[src/pdsc_pkg.sv]
// package: register map, field layout and timing for the domain controller
package pdsc_pkg;
    // timing
    localparam int CLK_PERIOD_NS = 40;
    localparam int POR_TIME_NS = 1000;
    localparam int POR_CYCLES =
        (POR_TIME_NS + CLK_PERIOD_NS - 1) / CLK_PERIOD_NS;
    localparam int MOD_TIME_NS = 200;
    localparam int MOD_CYCLES =
        (MOD_TIME_NS + CLK_PERIOD_NS - 1) / CLK_PERIOD_NS;

    // register byte offsets
    localparam int ADDR_W = 12;
    localparam logic [11:0] GO_CMD_OFS = 12'h120;
    localparam logic [11:0] TRANS_STAT_OFS = 12'h128;
    localparam logic [11:0] DOM_STAT_BASE = 12'h200;
    localparam logic [11:0] DOM_CTRL_BASE = 12'h300;
    localparam logic [11:0] MOD_STAT_BASE = 12'h800;
    localparam logic [11:0] MOD_CTRL_BASE = 12'hA00;

    // domain status fields
    localparam int DS_EMU_BIT = 11;
    localparam int DS_POWER_ON_RESET_COMPLETE_BIT = 9;
    localparam int DS_POR_BIT = 8;
    localparam int DS_STATE_LSB = 0;
    localparam int DS_STATE_W = 5;
    // domain control fields
    localparam int DC_IE_BIT = 9;
    localparam int DC_PGOOD_BIT = 8;
    localparam int DC_NEXT_BIT = 0;
    // module status fields
    localparam int MS_EMU_BIT = 17;
    localparam int MS_EMULATION_ALTERED_RESET_FLAG_BIT = 16;
    localparam int MS_CLK_BIT = 12;
    localparam int MS_MODRSTDN_BIT = 11;
    localparam int MS_MODRST_BIT = 10;
    localparam int MS_LOCRSTDN_BIT = 9;
    localparam int MS_LOCRST_BIT = 8;
    localparam int MS_STATE_W = 6;
    // module control fields
    localparam int MC_STATE_IE_BIT = 10;
    localparam int MC_RST_IE_BIT = 9;
    localparam int MC_LOCAL_BIT = 8;
    localparam int MC_NEXT_W = 3;

    // module state codes; codes 4h and above mean a transition
    localparam logic [5:0] MST_SWRST_DIS = 6'h00;
    localparam logic [5:0] MST_SYNC_RST = 6'h01;
    localparam logic [5:0] MST_DISABLE = 6'h02;
    localparam logic [5:0] MST_ENABLE = 6'h03;
    localparam logic [5:0] MST_TRANS = 6'h04;

    // reset values
    localparam logic [31:0] RDATA_RESET = 32'h0000_0000;
    localparam logic [5:0] MOD_STATE_RESET = 6'h00;
    localparam logic [2:0] MOD_NEXT_RESET = 3'h0;

    typedef enum logic [1:0] {DS_IDLE, DS_WAIT_PWR, DS_POR} pdsc_dom_e;
endpackage

[src/pdsc_domain_seq.sv]
// file: power-up / power-down sequencer for one power domain
`timescale 1ns/1ps
module pdsc_domain_seq import pdsc_pkg::*; #(
    parameter logic BOOT_ON = 1'b0
) (
    input wire logic clk,
    input wire logic rst_n,
    input wire logic start,
    input wire logic next_on,
    input wire logic power_good,
    output logic on,
    output logic por_n,
    output logic por_done,
    output logic busy
);
    localparam logic [7:0] POR_LOAD = 8'(POR_CYCLES - 1);

    pdsc_dom_e state_q;
    logic [7:0] cnt_q;

    assign busy = (state_q != DS_IDLE);

    // sequence: wait for external power, hold power-on reset, release it
    always_ff @(posedge clk or negedge rst_n) begin
        if (!rst_n) begin
            state_q <= DS_IDLE;
            cnt_q <= 8'h00;
            on <= BOOT_ON;
            por_n <= BOOT_ON;
            por_done <= BOOT_ON;
        end else begin
            case (state_q)
                DS_IDLE: begin
                    if (start && next_on && !on) begin
                        por_n <= 1'b0;
                        por_done <= 1'b0;
                        cnt_q <= POR_LOAD;
                        // software reports power good before the domain is on
                        state_q <= power_good ? DS_POR : DS_WAIT_PWR;
                        on <= power_good;
                    end else if (start && !next_on && on) begin
                        // power-down: domain reset asserted at once
                        on <= 1'b0;
                        por_n <= 1'b0;
                        por_done <= 1'b0;
                    end
                end
                DS_WAIT_PWR: begin
                    if (power_good) begin
                        on <= 1'b1;
                        state_q <= DS_POR;
                    end
                end
                DS_POR: begin
                    if (cnt_q == 8'h00) begin
                        por_n <= 1'b1;
                        por_done <= 1'b1;
                        state_q <= DS_IDLE;
                    end else begin
                        cnt_q <= cnt_q - 8'h01;
                    end
                end
                default: state_q <= DS_IDLE;
            endcase
        end
    end
endmodule

[src/pdsc_top.sv]
// file: power domain / module status and control block with APB slave
// Functional notes
// - domain status bit 11 flags emulation change
// - domain status bit 9 shows reset done
// - domain status bit 8 mirrors power-on reset
// - domain status bits 4-0 give off/on state
// - domain control bit 9 enables emulation interrupt
// - domain control bit 0 holds target state
// - module status register fixed field layout
// - go compares next with current, transitions mismatches
// - module state codes 0-3, 4h+ transition
//
// Implementation choices: the APB register port and the address map.
`timescale 1ns/1ps
module pdsc_top import pdsc_pkg::*; #(
    parameter int ND = 2,
    parameter int NM = 4,
    parameter logic [ND-1:0] BOOT_ON = 2'b01
) (
    input wire logic pclk,
    input wire logic presetn,
    input wire logic [11:0] paddr,
    input wire logic psel,
    input wire logic penable,
    input wire logic pwrite,
    input wire logic [31:0] pwdata,
    output logic [31:0] prdata,
    output logic pready,
    output logic pslverr,
    input wire logic [ND-1:0] emu_domain_evt,
    input wire logic [NM-1:0] emu_module_evt,
    input wire logic [NM-1:0] emu_mod_reset_evt,
    output logic [ND-1:0] emu_domain_irq,
    output logic [ND-1:0] domain_power_on,
    output logic [ND-1:0] domain_por_n,
    output logic [NM-1:0] module_clock_on,
    output logic [NM-1:0] module_reset_n,
    output logic [NM-1:0] local_reset_n
);
    localparam logic [7:0] MOD_LOAD = 8'(MOD_CYCLES - 1);

    // modules are spread over the domains round-robin
    function automatic int dom_of(input int m);
        return m % ND;
    endfunction

    // register index for a word within a bank, or -1 when outside
    function automatic int bank_idx(input logic [11:0] a,
                                    input logic [11:0] base, input int n);
        int i;
        i = -1;
        for (int k = 0; k < n; k++) begin
            if (a == base + 12'(4 * k)) begin
                i = k;
            end
        end
        return i;
    endfunction

    // domain control and state
    logic [ND-1:0] next_on_q, pgood_q, dom_ie_q, dom_emu_q, dom_emu_d;
    logic [ND-1:0] go_q, dom_on, dom_por_n, dom_por_done, dom_busy;
    // module control and state
    logic [5:0] mst_q [NM];
    logic [2:0] mnext_q [NM];
    logic [7:0] mcnt_q [NM];
    logic [NM-1:0] mie_q, mrie_q, mlocal_q, memu_q, memurst_q;

    // apb decode: access cycle while pready is high
    logic acc, wr;
    int dsi, dci, msi, mci;
    logic mapped;
    assign acc = psel && penable && pready;
    assign wr = acc && pwrite;
    assign dsi = bank_idx(paddr, DOM_STAT_BASE, ND);
    assign dci = bank_idx(paddr, DOM_CTRL_BASE, ND);
    assign msi = bank_idx(paddr, MOD_STAT_BASE, NM);
    assign mci = bank_idx(paddr, MOD_CTRL_BASE, NM);
    assign mapped = (paddr == GO_CMD_OFS) || (paddr == TRANS_STAT_OFS) ||
        (dsi >= 0) || (dci >= 0) || (msi >= 0) || (mci >= 0);

    // one wait-free access cycle: pready rises the cycle after setup
    always_ff @(posedge pclk or negedge presetn) begin
        if (!presetn) begin
            pready <= 1'b0;
            pslverr <= 1'b0;
        end else begin
            pready <= psel && !penable;
            pslverr <= psel && !penable && !mapped;
        end
    end

    // read data views
    function automatic logic [31:0] dom_stat(input int d);
        logic [31:0] v;
        v = RDATA_RESET;
        v[DS_EMU_BIT] = dom_emu_q[d];
        v[DS_POWER_ON_RESET_COMPLETE_BIT] = dom_por_done[d];
        v[DS_POR_BIT] = dom_por_n[d];
        v[DS_STATE_LSB +: DS_STATE_W] = 5'(dom_on[d]);
        return v;
    endfunction

    function automatic logic [31:0] mod_stat(input int m);
        logic [31:0] v;
        logic rel;
        v = RDATA_RESET;
        rel = module_reset_n[m];
        v[MS_EMU_BIT] = memu_q[m];
        v[MS_EMULATION_ALTERED_RESET_FLAG_BIT] = memurst_q[m];
        v[MS_CLK_BIT] = module_clock_on[m];
        v[MS_MODRSTDN_BIT] = rel;
        v[MS_MODRST_BIT] = rel;
        v[MS_LOCRSTDN_BIT] = local_reset_n[m];
        v[MS_LOCRST_BIT] = local_reset_n[m];
        v[MS_STATE_W-1:0] = mst_q[m];
        return v;
    endfunction

    // read data is captured in the setup cycle, shown in the access cycle
    always_ff @(posedge pclk or negedge presetn) begin
        if (!presetn) begin
            prdata <= RDATA_RESET;
        end else if (psel && !penable && !pwrite) begin
            prdata <= RDATA_RESET;
            if (paddr == TRANS_STAT_OFS) begin
                for (int d = 0; d < ND; d++) begin
                    prdata[d] <= dom_busy[d] || go_q[d];
                    for (int m = 0; m < NM; m++) begin
                        if (dom_of(m) == d && mst_q[m] >= MST_TRANS) begin
                            prdata[d] <= 1'b1;
                        end
                    end
                end
            end else if (dsi >= 0) begin
                prdata <= dom_stat(dsi);
            end else if (dci >= 0) begin
                prdata[DC_IE_BIT] <= dom_ie_q[dci];
                prdata[DC_PGOOD_BIT] <= pgood_q[dci];
                prdata[DC_NEXT_BIT] <= next_on_q[dci];
            end else if (msi >= 0) begin
                prdata <= mod_stat(msi);
            end else if (mci >= 0) begin
                prdata[MC_STATE_IE_BIT] <= mie_q[mci];
                prdata[MC_RST_IE_BIT] <= mrie_q[mci];
                prdata[MC_LOCAL_BIT] <= mlocal_q[mci];
                prdata[MC_NEXT_W-1:0] <= mnext_q[mci];
            end
        end
    end

    // domain control register writes
    always_ff @(posedge pclk or negedge presetn) begin
        if (!presetn) begin
            next_on_q <= BOOT_ON;
            pgood_q <= BOOT_ON;
            dom_ie_q <= '0;
        end else if (wr && dci >= 0) begin
            next_on_q[dci] <= pwdata[DC_NEXT_BIT];
            pgood_q[dci] <= pwdata[DC_PGOOD_BIT];
            dom_ie_q[dci] <= pwdata[DC_IE_BIT];
        end
    end

    // go command: a one-cycle pulse per domain, writes of 0 do nothing
    always_ff @(posedge pclk or negedge presetn) begin
        if (!presetn) begin
            go_q <= '0;
        end else if (wr && paddr == GO_CMD_OFS) begin
            go_q <= pwdata[ND-1:0];
        end else begin
            go_q <= '0;
        end
    end

    // emulation flag: a go on the domain clears it, a new event wins
    always_comb begin
        for (int d = 0; d < ND; d++) begin
            dom_emu_d[d] = emu_domain_evt[d] || (dom_emu_q[d] && !go_q[d]);
        end
    end

    // flag and interrupt; the output follows the same next values
    always_ff @(posedge pclk or negedge presetn) begin
        if (!presetn) begin
            dom_emu_q <= '0;
            emu_domain_irq <= '0;
        end else begin
            dom_emu_q <= dom_emu_d;
            for (int d = 0; d < ND; d++) begin
                emu_domain_irq[d] <= dom_emu_d[d] &&
                ((wr && dci == d) ? pwdata[DC_IE_BIT] : dom_ie_q[d]);
            end
        end
    end

    // one sequencer per domain
    for (genvar g = 0; g < ND; g++) begin : g_dom
        pdsc_domain_seq #(.BOOT_ON(BOOT_ON[g])) u_seq (
            .clk(pclk),
            .rst_n(presetn),
            .start(go_q[g] && (next_on_q[g] != dom_on[g])),
            .next_on(next_on_q[g]),
            .power_good(pgood_q[g]),
            .on(dom_on[g]),
            .por_n(dom_por_n[g]),
            .por_done(dom_por_done[g]),
            .busy(dom_busy[g])
        );
    end

    // domain pins mirror the sequencer flops
    always_ff @(posedge pclk or negedge presetn) begin
        if (!presetn) begin
            domain_power_on <= '0;
            domain_por_n <= '0;
        end else begin
            domain_power_on <= dom_on;
            domain_por_n <= dom_por_n;
        end
    end

    // module control writes; next is accepted only as codes 0-3
    always_ff @(posedge pclk or negedge presetn) begin
        if (!presetn) begin
            mie_q <= '0;
            mrie_q <= '0;
            mlocal_q <= '0;
            for (int m = 0; m < NM; m++) begin
                mnext_q[m] <= MOD_NEXT_RESET;
            end
        end else if (wr && mci >= 0) begin
            mie_q[mci] <= pwdata[MC_STATE_IE_BIT];
            mrie_q[mci] <= pwdata[MC_RST_IE_BIT];
            mlocal_q[mci] <= pwdata[MC_LOCAL_BIT];
            mnext_q[mci] <= {1'b0, pwdata[1:0]};
        end
    end

    // module state: a mismatch at go shows 4h+next until the move ends
    always_ff @(posedge pclk or negedge presetn) begin
        if (!presetn) begin
            for (int m = 0; m < NM; m++) begin
                mst_q[m] <= MOD_STATE_RESET;
                mcnt_q[m] <= 8'h00;
            end
        end else begin
            for (int m = 0; m < NM; m++) begin
                if (mst_q[m] >= MST_TRANS) begin
                    if (mcnt_q[m] == 8'h00) begin
                        mst_q[m] <= mst_q[m] - MST_TRANS;
                    end else begin
                        mcnt_q[m] <= mcnt_q[m] - 8'h01;
                    end
                end else if (go_q[dom_of(m)] &&
                             mst_q[m] != {3'b000, mnext_q[m]}) begin
                    mst_q[m] <= MST_TRANS + {3'b000, mnext_q[m]};
                    mcnt_q[m] <= MOD_LOAD;
                end
            end
        end
    end

    // module pins and emulation flags; a go on the domain clears flags
    always_ff @(posedge pclk or negedge presetn) begin
        if (!presetn) begin
            module_clock_on <= '0;
            module_reset_n <= '0;
            local_reset_n <= '0;
            memu_q <= '0;
            memurst_q <= '0;
        end else begin
            for (int m = 0; m < NM; m++) begin
                module_clock_on[m] <= (mst_q[m] == MST_ENABLE) ||
                    (mst_q[m] == MST_SYNC_RST);
                module_reset_n[m] <= (mst_q[m] == MST_ENABLE) ||
                    (mst_q[m] == MST_DISABLE);
                local_reset_n[m] <= mlocal_q[m];
                memu_q[m] <= emu_module_evt[m] ||
                    (memu_q[m] && !go_q[dom_of(m)]);
                memurst_q[m] <= emu_mod_reset_evt[m] ||
                    (memurst_q[m] && !go_q[dom_of(m)]);
            end
        end
    end
endmodule

[config.mk]
export PLATFORM = sky130hd
export DESIGN_NAME = pdsc_top
export DESIGN_NICKNAME = d
export VERILOG_FILES = /design/src/pdsc_pkg.sv /design/src/pdsc_domain_seq.sv /design/src/pdsc_top.sv
export SDC_FILE = /design/constraint.sdc
export NUM_CORES = 1
export LEC_CHECK = 0
export BUFFER_PORTS_ARGS = -buffer_cell sky130_fd_sc_hd__clkbuf_2
export CORE_ASPECT_RATIO = 1.4
export CORE_UTILIZATION = 49
export DETAILED_ROUTE_END_ITERATION = 10
export PLACE_DENSITY = 0.7
export REMOVE_ABC_BUFFERS = 1
export SYNTH_ARGS = -nofsm -noshare
export SYNTH_HDL_FRONTEND = slang
export SYNTH_SLANG_ARGS = --single-unit
[constraint.sdc]
create_clock -name pclk -period 4.3 [get_ports pclk]
set_input_delay 0.86 -clock pclk [delete_from_list [all_inputs] [get_ports pclk]]
set_output_delay 0.86 -clock pclk [all_outputs]
set_load 0.02 [all_outputs]
==> results of run 1 <==
state kept, by name, summed over array words and instances (netlist names), 8 cells and up:
register           count
mcnt_q                32
mnext_q                8
mst_q                 24
g_dom.u_seq.cnt_q     16
prdata                13
path summary, 6_finish.rpt:
check | to | slack (ps) | cells after the start
setup / recovery | emu_domain_irq[1] | 1610 | 6
hold / removal | local_reset_n[3] | 400 | 0
setup reg to reg | mcnt_q[4] | 1670 | 7
hold reg to reg | local_reset_n[3] | 400 | 0
max in group asynchronous | g_dom[0].u_seq.on | 2790 | 2
min in group asynchronous | mcnt_q[10] | 490 | 1
power by group through the flow:
stage / clock [mW] / sequential [mW] / combinational [mW]
2_1_floorplan: 0 / 1.46 / 0.0431
3_3_place_gp: 0 / 1.45 / 0.121
3_5_place_dp: 0 / 1.45 / 0.125
4_1_cts: 1.45 / 1.43 / 0.125
5_1_grt: 1.50 / 1.43 / 0.138
6_report: 1.42 / 1.43 / 0.123
stage by stage:
| stage | cell area, µm² | util (%) |
|---|---|---|
| after detailed placement | 8253 | 53.11 |
| after CTS | 8821 | 56.76 |
| after global placement | 8253 | 53.11 |
| final | 8821 | 56.76 |
| after global routing | 8821 | 56.76 |
| after floorplan | 7621 | - |
layout make-up:
cell class	count	area, µm²	share of cell area, %
clock buffers	17	425.4	4.823
repair buffers	72	386.6	4.383
inverters	41	153.9	1.745
well taps	196	245.2	2.780
flip-flops and latches	151	3784	42.89
multi-input cells	531	3684	41.76
clock inverters	15	142.6	1.617
cell usage after synthesis, types with 5 or more instances:
| master | number |
|---|---|
| dfrtp_1 | 147 |
| nand2_1 | 63 |
| nor2_1 | 58 |
| inv_1 | 40 |
| mux2_2 | 34 |
| xor2_1 | 30 |
| nand3_1 | 27 |
| ha_1 | 23 |
| nor3_1 | 21 |
| buf_4 | 19 |
| o21ai_0 | 19 |
| mux2i_1 | 17 |
| nand4_1 | 17 |
| a21oi_1 | 16 |
| and3_1 | 16 |
| or3_1 | 15 |
| xnor2_1 | 13 |
| clkbuf_1 | 12 |
| a21o_1 | 11 |
| nor4_1 | 11 |
| nand2b_1 | 10 |
| o211ai_1 | 9 |
| a32o_1 | 7 |
| nor2b_1 | 7 |
| o31ai_1 | 7 |
| and2_1 | 6 |
| mux4_2 | 6 |
| nand3b_1 | 5 |
routing by layer:
layer | GRT usage (%) | wire length, µm | vias up
met2 | 42.13 | 9514 | 151
met5 | 0 | 0 | -
met3 | 5.336 | 674 | 51
li1 | - | - | 2775
met1 | 26.44 | 7308 | 2902
met4 | 11.42 | 561 | 0
placed cells by master, fill, tap and decap left out, drive strengths merged, types with 17 or more instances in the layout:
cell type | Yosys | final
mux2i | 17 | 17
dfrtp | 147 | 147
nand2 | 63 | 63
o21ai | 19 | 19
clkbuf | 13 | 80
nor2 | 58 | 58
inv | 40 | 47
nand4 | 17 | 17
nand3 | 27 | 27
xor2 | 30 | 30
conb | 1 | 19
nor3 | 21 | 21
mux2 | 36 | 36
ha | 23 | 23
cells by family (layout without fill, tap and decap cells):
family | after synthesis | in the layout | share of synthesized area [%]
and+or+nand+nor | 282 | 282 | 19.07
DFF | 151 | 151 | 48.73
AOI/OAI and AO/OA | 105 | 105 | 9.702
buffers and inverters | 77 | 145 | 4.690
muxes | 59 | 59 | 9.202
xor gates and xnor gates | 43 | 43 | 4.851
adders and majority gates | 23 | 23 | 3.707
other | 1 | 19 | 0.04830
==> key figures, run 1 <==
Status
  • Outcome: finished, final reports clean

Yosys
  • Synthesized area: 7764 µm²
  • Number of enable-type register cells in the synthesized netlist: 0
  • Number of warnings printed during yosys synthesis: 0
  • Synthesis-stage register bit count: 151
  • Leading post-synthesis cells by cell area: dfrtp_1 47%, mux2_2 4.9%, ha_1 3.7%
  • Share of synthesized registers carrying an async set or reset: 100.0%
  • Library cell occupying the most area in the post-synthesis netlist: dfrtp_1
  • Area fraction of the dominant cell type after synthesis: 47.38%
  • Most frequently used flop master after synthesis: dfrtp_1
  • Post-synthesis sequential area ratio: 48.73%
  • Cell count after synthesis: 741
  • Syn_area_per_cell: 10.48 µm²
  • Cell variety after synth: 72

CTS
  • Worst-Skew Late Latency: 430 ps
  • Total clock sinks: 151
  • Buffer count from post-CTS setup fixing: 0
  • Root Buffer Master: clkbuf_16
  • TritonCTS clock tree: yes
  • Total of hold buffers inserted after clock tree synthesis: 0
  • Total CTS buffers: 17
  • Resized Gates After CTS: 0
  • Buffer levels on the longest clock path: 2
  • Clock-pin slew on the worst setup and hold paths: 70 ps
  • Number of H-tree levels: 4

Power
  • Relative contribution of sequential cells to total power: 48.1%
  • Part of the power in combinational logic: 4.2%
  • Internal power: 2.221 mW
  • Static leakage: 4.280 nW
  • Clock Power Share: 47.7%
  • Design Power: 2.969 mW
  • Power per standard cell area: 336.6 nW/µm²
  • Switching portion of total power: 25.21%
  • Maximum ir drop on the vdd rail: 242.4 µV
  • Net switching component of the power: 748.5 µW

Critical path
  • Max incr delay on CP: 530 ps
  • Kind of cell adding the most delay to the critical path: simple AND/OR/NAND/NOR gates
  • Launch point of the worst path: paddr[3]
  • Sort of element at the end of the critical path: flop
  • Type of element launching the critical path: input port
  • Maximum fanout along the worst path: 15
  • CP Cell Sequence: clkbuf_2, or4b_1, or3_1, or4_4, mux2_4, and2_4
  • Slowest-stage cell, CP: or4b_1
  • Number of buffer and inverter stages on the critical path: 1
  • Arrival time worst endpoint: 3020 ps
  • Worst reg2reg startpoint: mst_q[3]
  • Required time of the critical path: 4630 ps
  • Setup CP Type: input port to flop

Timing
  • Final period demand of the worst path: 2693 ps
  • Setup TNS: 0 ps
  • Final critical-path setup slack: 1607 ps
  • Hold Vio Cnt, Final: 0
  • Worst Hold Slack: 397.2 ps
  • Setup skew after layout: 4.958 ps
  • Max transition margin: 18.72%
  • Final Slew Violations: 0
  • Highest clock rate: 0.3713 GHz
  • Final clock period utilization by the worst path: 62.63%
  • Total setup violations reported at the end of the flow: 0
  • Slew @ Worst Pin: 1200 ps
  • RSZ-0062 raised after global routing: no

Routing
  • DRC violation count after routing: 0
  • Average wire length per cell after detail routing: 17.65 µm
  • Starting DRT DRC Count: 412
  • Via Count: 5,879
  • Vias per Instance: 5.747
  • Final ANT Viol Nets: 0
  • Number of search-and-repair iterations in the first detailed-routing pass: 5
  • Total wirelength of the detailed-routed design: 18,060 µm

Final layout
  • Final Net Count: 896
  • Non-filler instance count after layout: 1,023
  • Fill cell count: 1,343
  • Layout cell share with drive strength beyond 1: 19.47%
  • Syn-to-layout area delta: 13.62%
  • Antenna Cells: 0

Floorplanning
  • Core area: 15,540 µm²
  • Row count: 54
  • Overall die width: 108.4 µm
  • Initial cell density of the core: 49.96%
  • Ports: 111
  • Die outline area: 16,360 µm²
  • Die outline height: 150.9 µm

GRT
  • Grt total ovfl: 0
  • Initial antenna violation count: 0
  • Total GRT Usage: 23.65%
  • Largest net degree at the start of global routing: 98
  • Vias in the first global route: 5,975
  • Wire length of the first global-routing pass: 29,300 µm

Placed design
  • # port buffers: 64
  • Final GP Congestion: 0.8673
  • Dpl cells: 991
  • Pre-CTS setup slack: 1169 ps
  • Post-DP HPWL: 13,420 µm

Min path
  • Class of the worst hold path: flop to flop
  • Startpoint of the lowest-slack hold path: mlocal_q[3]

Run
  • Max-cap violation count: 0
(Power assumes the default switching activity.)
==> run 2, diff against run 1 <==
--- a/config.mk
+++ b/config.mk
@@ -9,7 +9,7 @@
 export CORE_ASPECT_RATIO = 1.4
 export CORE_UTILIZATION = 49
 export DETAILED_ROUTE_END_ITERATION = 10
-export PLACE_DENSITY = 0.7
+export PLACE_DENSITY = 0.73
 export REMOVE_ABC_BUFFERS = 1
 export SYNTH_ARGS = -nofsm -noshare
 export SYNTH_HDL_FRONTEND = slang
==> constraint.sdc (replaced) <==
create_clock -name pclk -period 2.3 [get_ports pclk]
set_input_delay 0.46 -clock pclk [delete_from_list [all_inputs] [get_ports pclk]]
set_output_delay 0.46 -clock pclk [all_outputs]
set_load 0.02 [all_outputs]
==> key figures, run 2 (synthesized netlist as in run 1, its figures left out) <==
Status
  • Outcome: finished, final reports clean

Min path
  • Class of the worst hold path: input port to asynchronous set/reset pin

Placed design
  • Pre-CTS setup slack: -212.9 ps (-1382 ps)
  • # port buffers: 64 (unchanged)
  • Post-DP HPWL: 13,540 µm (+0.89%)
  • Final GP Congestion: 0.9076 (+4.6%)

Floorplanning
  • Core area: 15,540 µm² (unchanged)
  • Overall die width: 108.4 µm (unchanged)
  • Row count: 54 (unchanged)
  • Die outline height: 150.9 µm (unchanged)
  • Initial cell density of the core: 49.96% (unchanged)
  • Die outline area: 16,360 µm² (unchanged)
  • Ports: 111 (unchanged)

Final layout
  • Final Net Count: 948 (+5.8%)
  • Fill cell count: 1,317 (-1.9%)
  • Number of flip-flops under the largest register name: 32 (unchanged)
  • Register with the most flip-flops: mcnt_q
  • Highest-count cells in the layout ignoring fill and taps: 147 x dfrtp_1, 63 x nand2_1, 63 x clkbuf_2
  • Most common cell after layout, fill and taps aside: dfrtp_1
  • Finished Core Util: 59.90% (+3.1 points)
  • Syn-to-layout area delta: 19.90%
  • Leading registers by flop count: mcnt_q: 32 flops, mst_q: 24 flops, g_dom.u_seq.cnt_q: 16 flops
  • Footprint of the multi-input gates: 3699 µm² (+0.41%)
  • Antenna Cells: 0 (unchanged)
  • Total area of sequential cells: 3784 µm² (unchanged)
  • Layout cell share with drive strength beyond 1: 24.23% (+4.8 points)

Critical path
  • Max incr delay on CP: 460 ps (-70 ps)
  • Type of element launching the critical path: flop
  • Setup CP Type: flop to flop
  • Capturing instance or port of the critical path: mcnt_q[5]
  • Maximum fanout along the worst path: 7 (-8)
  • Launch point of the worst path: mst_q[3]
  • Sort of element at the end of the critical path: flop
  • Number of buffer and inverter stages on the critical path: 2 (+1)
  • Critical Path Stages: 8 (+2)
  • Arrival time worst endpoint: 2510 ps (-510 ps)
  • CP Cell Sequence: inv_1, ha_1, or3b_4, a32oi_2, a31oi_1, buf_4, or4_1, a21oi_1
  • Required time of the critical path: 2640 ps (-1990 ps)
  • Setup slack, reg-to-reg: 140 ps (-1530 ps)
  • Reg2Reg Depth: 8 (+1)
  • Worst reg2reg startpoint: mst_q[3]
  • R2R Path End: mcnt_q[5]
  • Slowest-stage cell, CP: or4_1
  • Kind of cell adding the most delay to the critical path: simple AND/OR/NAND/NOR gates

Power
  • Internal power: 4.597 mW (+110%)
  • Part of the power in combinational logic: 4.6% (+0.4 points)
  • Static leakage: 4.568 nW (+6.7%)
  • Power per standard cell area: 630.0 nW/µm² (+87%)
  • Relative contribution of sequential cells to total power: 45.6% (-2.5 points)
  • Clock Power Share: 49.8% (+2.1 points)
  • Net switching component of the power: 1.268 mW (+69%)
  • Maximum ir drop on the vdd rail: 609.1 µV (+150%)
  • Switching portion of total power: 21.62% (-3.6 points)

CTS
  • Total clock sinks: 151 (unchanged)
  • Number of H-tree levels: 4 (unchanged)
  • Buffer levels on the longest clock path: 2 (unchanged)
  • Root Buffer Master: clkbuf_16
  • Total of hold buffers inserted after clock tree synthesis: 0 (unchanged)
  • Clock-pin slew on the worst setup and hold paths: 60 ps (about the same)
  • Total CTS buffers: 17 (unchanged)
  • Worst-Skew Late Latency: 420 ps (about the same)
  • TritonCTS clock tree: yes

Timing
  • Total setup violations reported at the end of the flow: 0 (unchanged)
  • RSZ-0062 raised after global routing: no
  • Setup skew after layout: 5.395 ps (+0.4369 ps)
  • Setup TNS: 0 ps (unchanged)
  • Worst Hold Slack: 3.275 ps (-393.9 ps)
  • Final clock period utilization by the worst path: 94.11%
  • Final period demand of the worst path: 2164 ps
  • Max transition margin: 57.15% (+38 points)
  • Slew @ Worst Pin: 636.8 ps (-563.5 ps)
  • Highest clock rate: 0.4620 GHz
  • Hold Vio Cnt, Final: 0 (unchanged)
  • Final Slew Violations: 0 (unchanged)
  • Final critical-path setup slack: 135.5 ps (-1471 ps)

Routing
  • Final ANT Viol Nets: 0 (unchanged)
  • Number of search-and-repair iterations in the first detailed-routing pass: 4 (-1)
  • DRC violation count after routing: 0 (unchanged)
  • Vias per Instance: 5.636 (-1.9%)
  • Total wirelength of the detailed-routed design: 18,020 µm (-0.20%)
  • Via Count: 6,059 (+3.1%)
  • Average wire length per cell after detail routing: 16.76 µm (-5.0%)
  • Starting DRT DRC Count: 328 (-20%)

Run
  • Max-cap violation count: 0 (unchanged)

GRT
  • Initial antenna violation count: 0 (unchanged)
  • Wire length of the first global-routing pass: 29,060 µm (-0.80%)
  • Total GRT Usage: 23.59% (-0.060 points)
  • Grt total ovfl: 0 (unchanged)
  • Vias in the first global route: 5,955 (-0.33%)
  • Largest net degree at the start of global routing: 55 (-44%)
==> run 2: changes by cell type in the layout (fill, tap and decap cells not counted), moves of 2 or more <==
cell       delta
buf_4        +49
inv_8         -3
clkinv_2      +3
clkinv_4      -3
buf_12        +2
bufinv_16     +4
clkbuf_1      +2
inv_6         -3
==> run 2: routing by layer <==
layer | vias to the layer above | GRT usage [%] | wire length, µm
met5 | - | 0 | 0
met4 | 0 | 10.47 | 466
met3 | 35 | 4.819 | 581
met2 | 126 | 41.88 | 9643
met1 | 3017 | 27.23 | 7331
li1 | 2881 | - | -
==> run 2: how the worst min path moves through the flow <==
stage	from	to	slack, ps	depth (start not counted)
2_1_floorplan	presetn	dom_emu_q[0]	160	0
3_3_place_gp	mlocal_q[1]	local_reset_n[1]	380	0
3_5_place_dp	mlocal_q[1]	local_reset_n[1]	380	0
4_1_cts	presetn	mcnt_q[13]	8	1
5_1_grt	presetn	mcnt_q[13]	30	1
6_report	presetn	mcnt_q[12]	3	1
==> run 2: power groups by stage <==
stage | sequential, mW | clock (mW) | combinational, mW
6_report | 2.67 | 2.92 | 0.269
5_1_grt | 2.67 | 3.09 | 0.298
4_1_cts | 2.67 | 2.97 | 0.271
3_5_place_dp | 2.72 | 0 | 0.271
3_3_place_gp | 2.72 | 0 | 0.268
2_1_floorplan | 2.73 | 0 | 0.0805
==> run 2: final cells by class <==
class | count | area share [%]
clock inverters | 12 | 1.882
inverters | 41 | 1.653
flip-flops and latches | 151 | 40.65
well taps | 196 | 2.634
repair buffers | 124 | 8.656
multi-input cells | 531 | 39.73
clock buffers | 20 | 4.798
==> run 2: metrics by stage <==
step                cell area [µm²]  std cells  total power [mW]
CTS                            9268       1072             5.911
global route                   9309       1075             6.055
detailed placement             8646       1040             2.992
floorplan                      7621        723             2.809
finish                         9309       1075             5.865
global placement               8646       1040             2.988
==> run 2: timing repair <==
action | CTS | global route
setup endpoints to repair | 0 | 1
buffers inserted | 0 | 2
resized for setup | 0 | 3
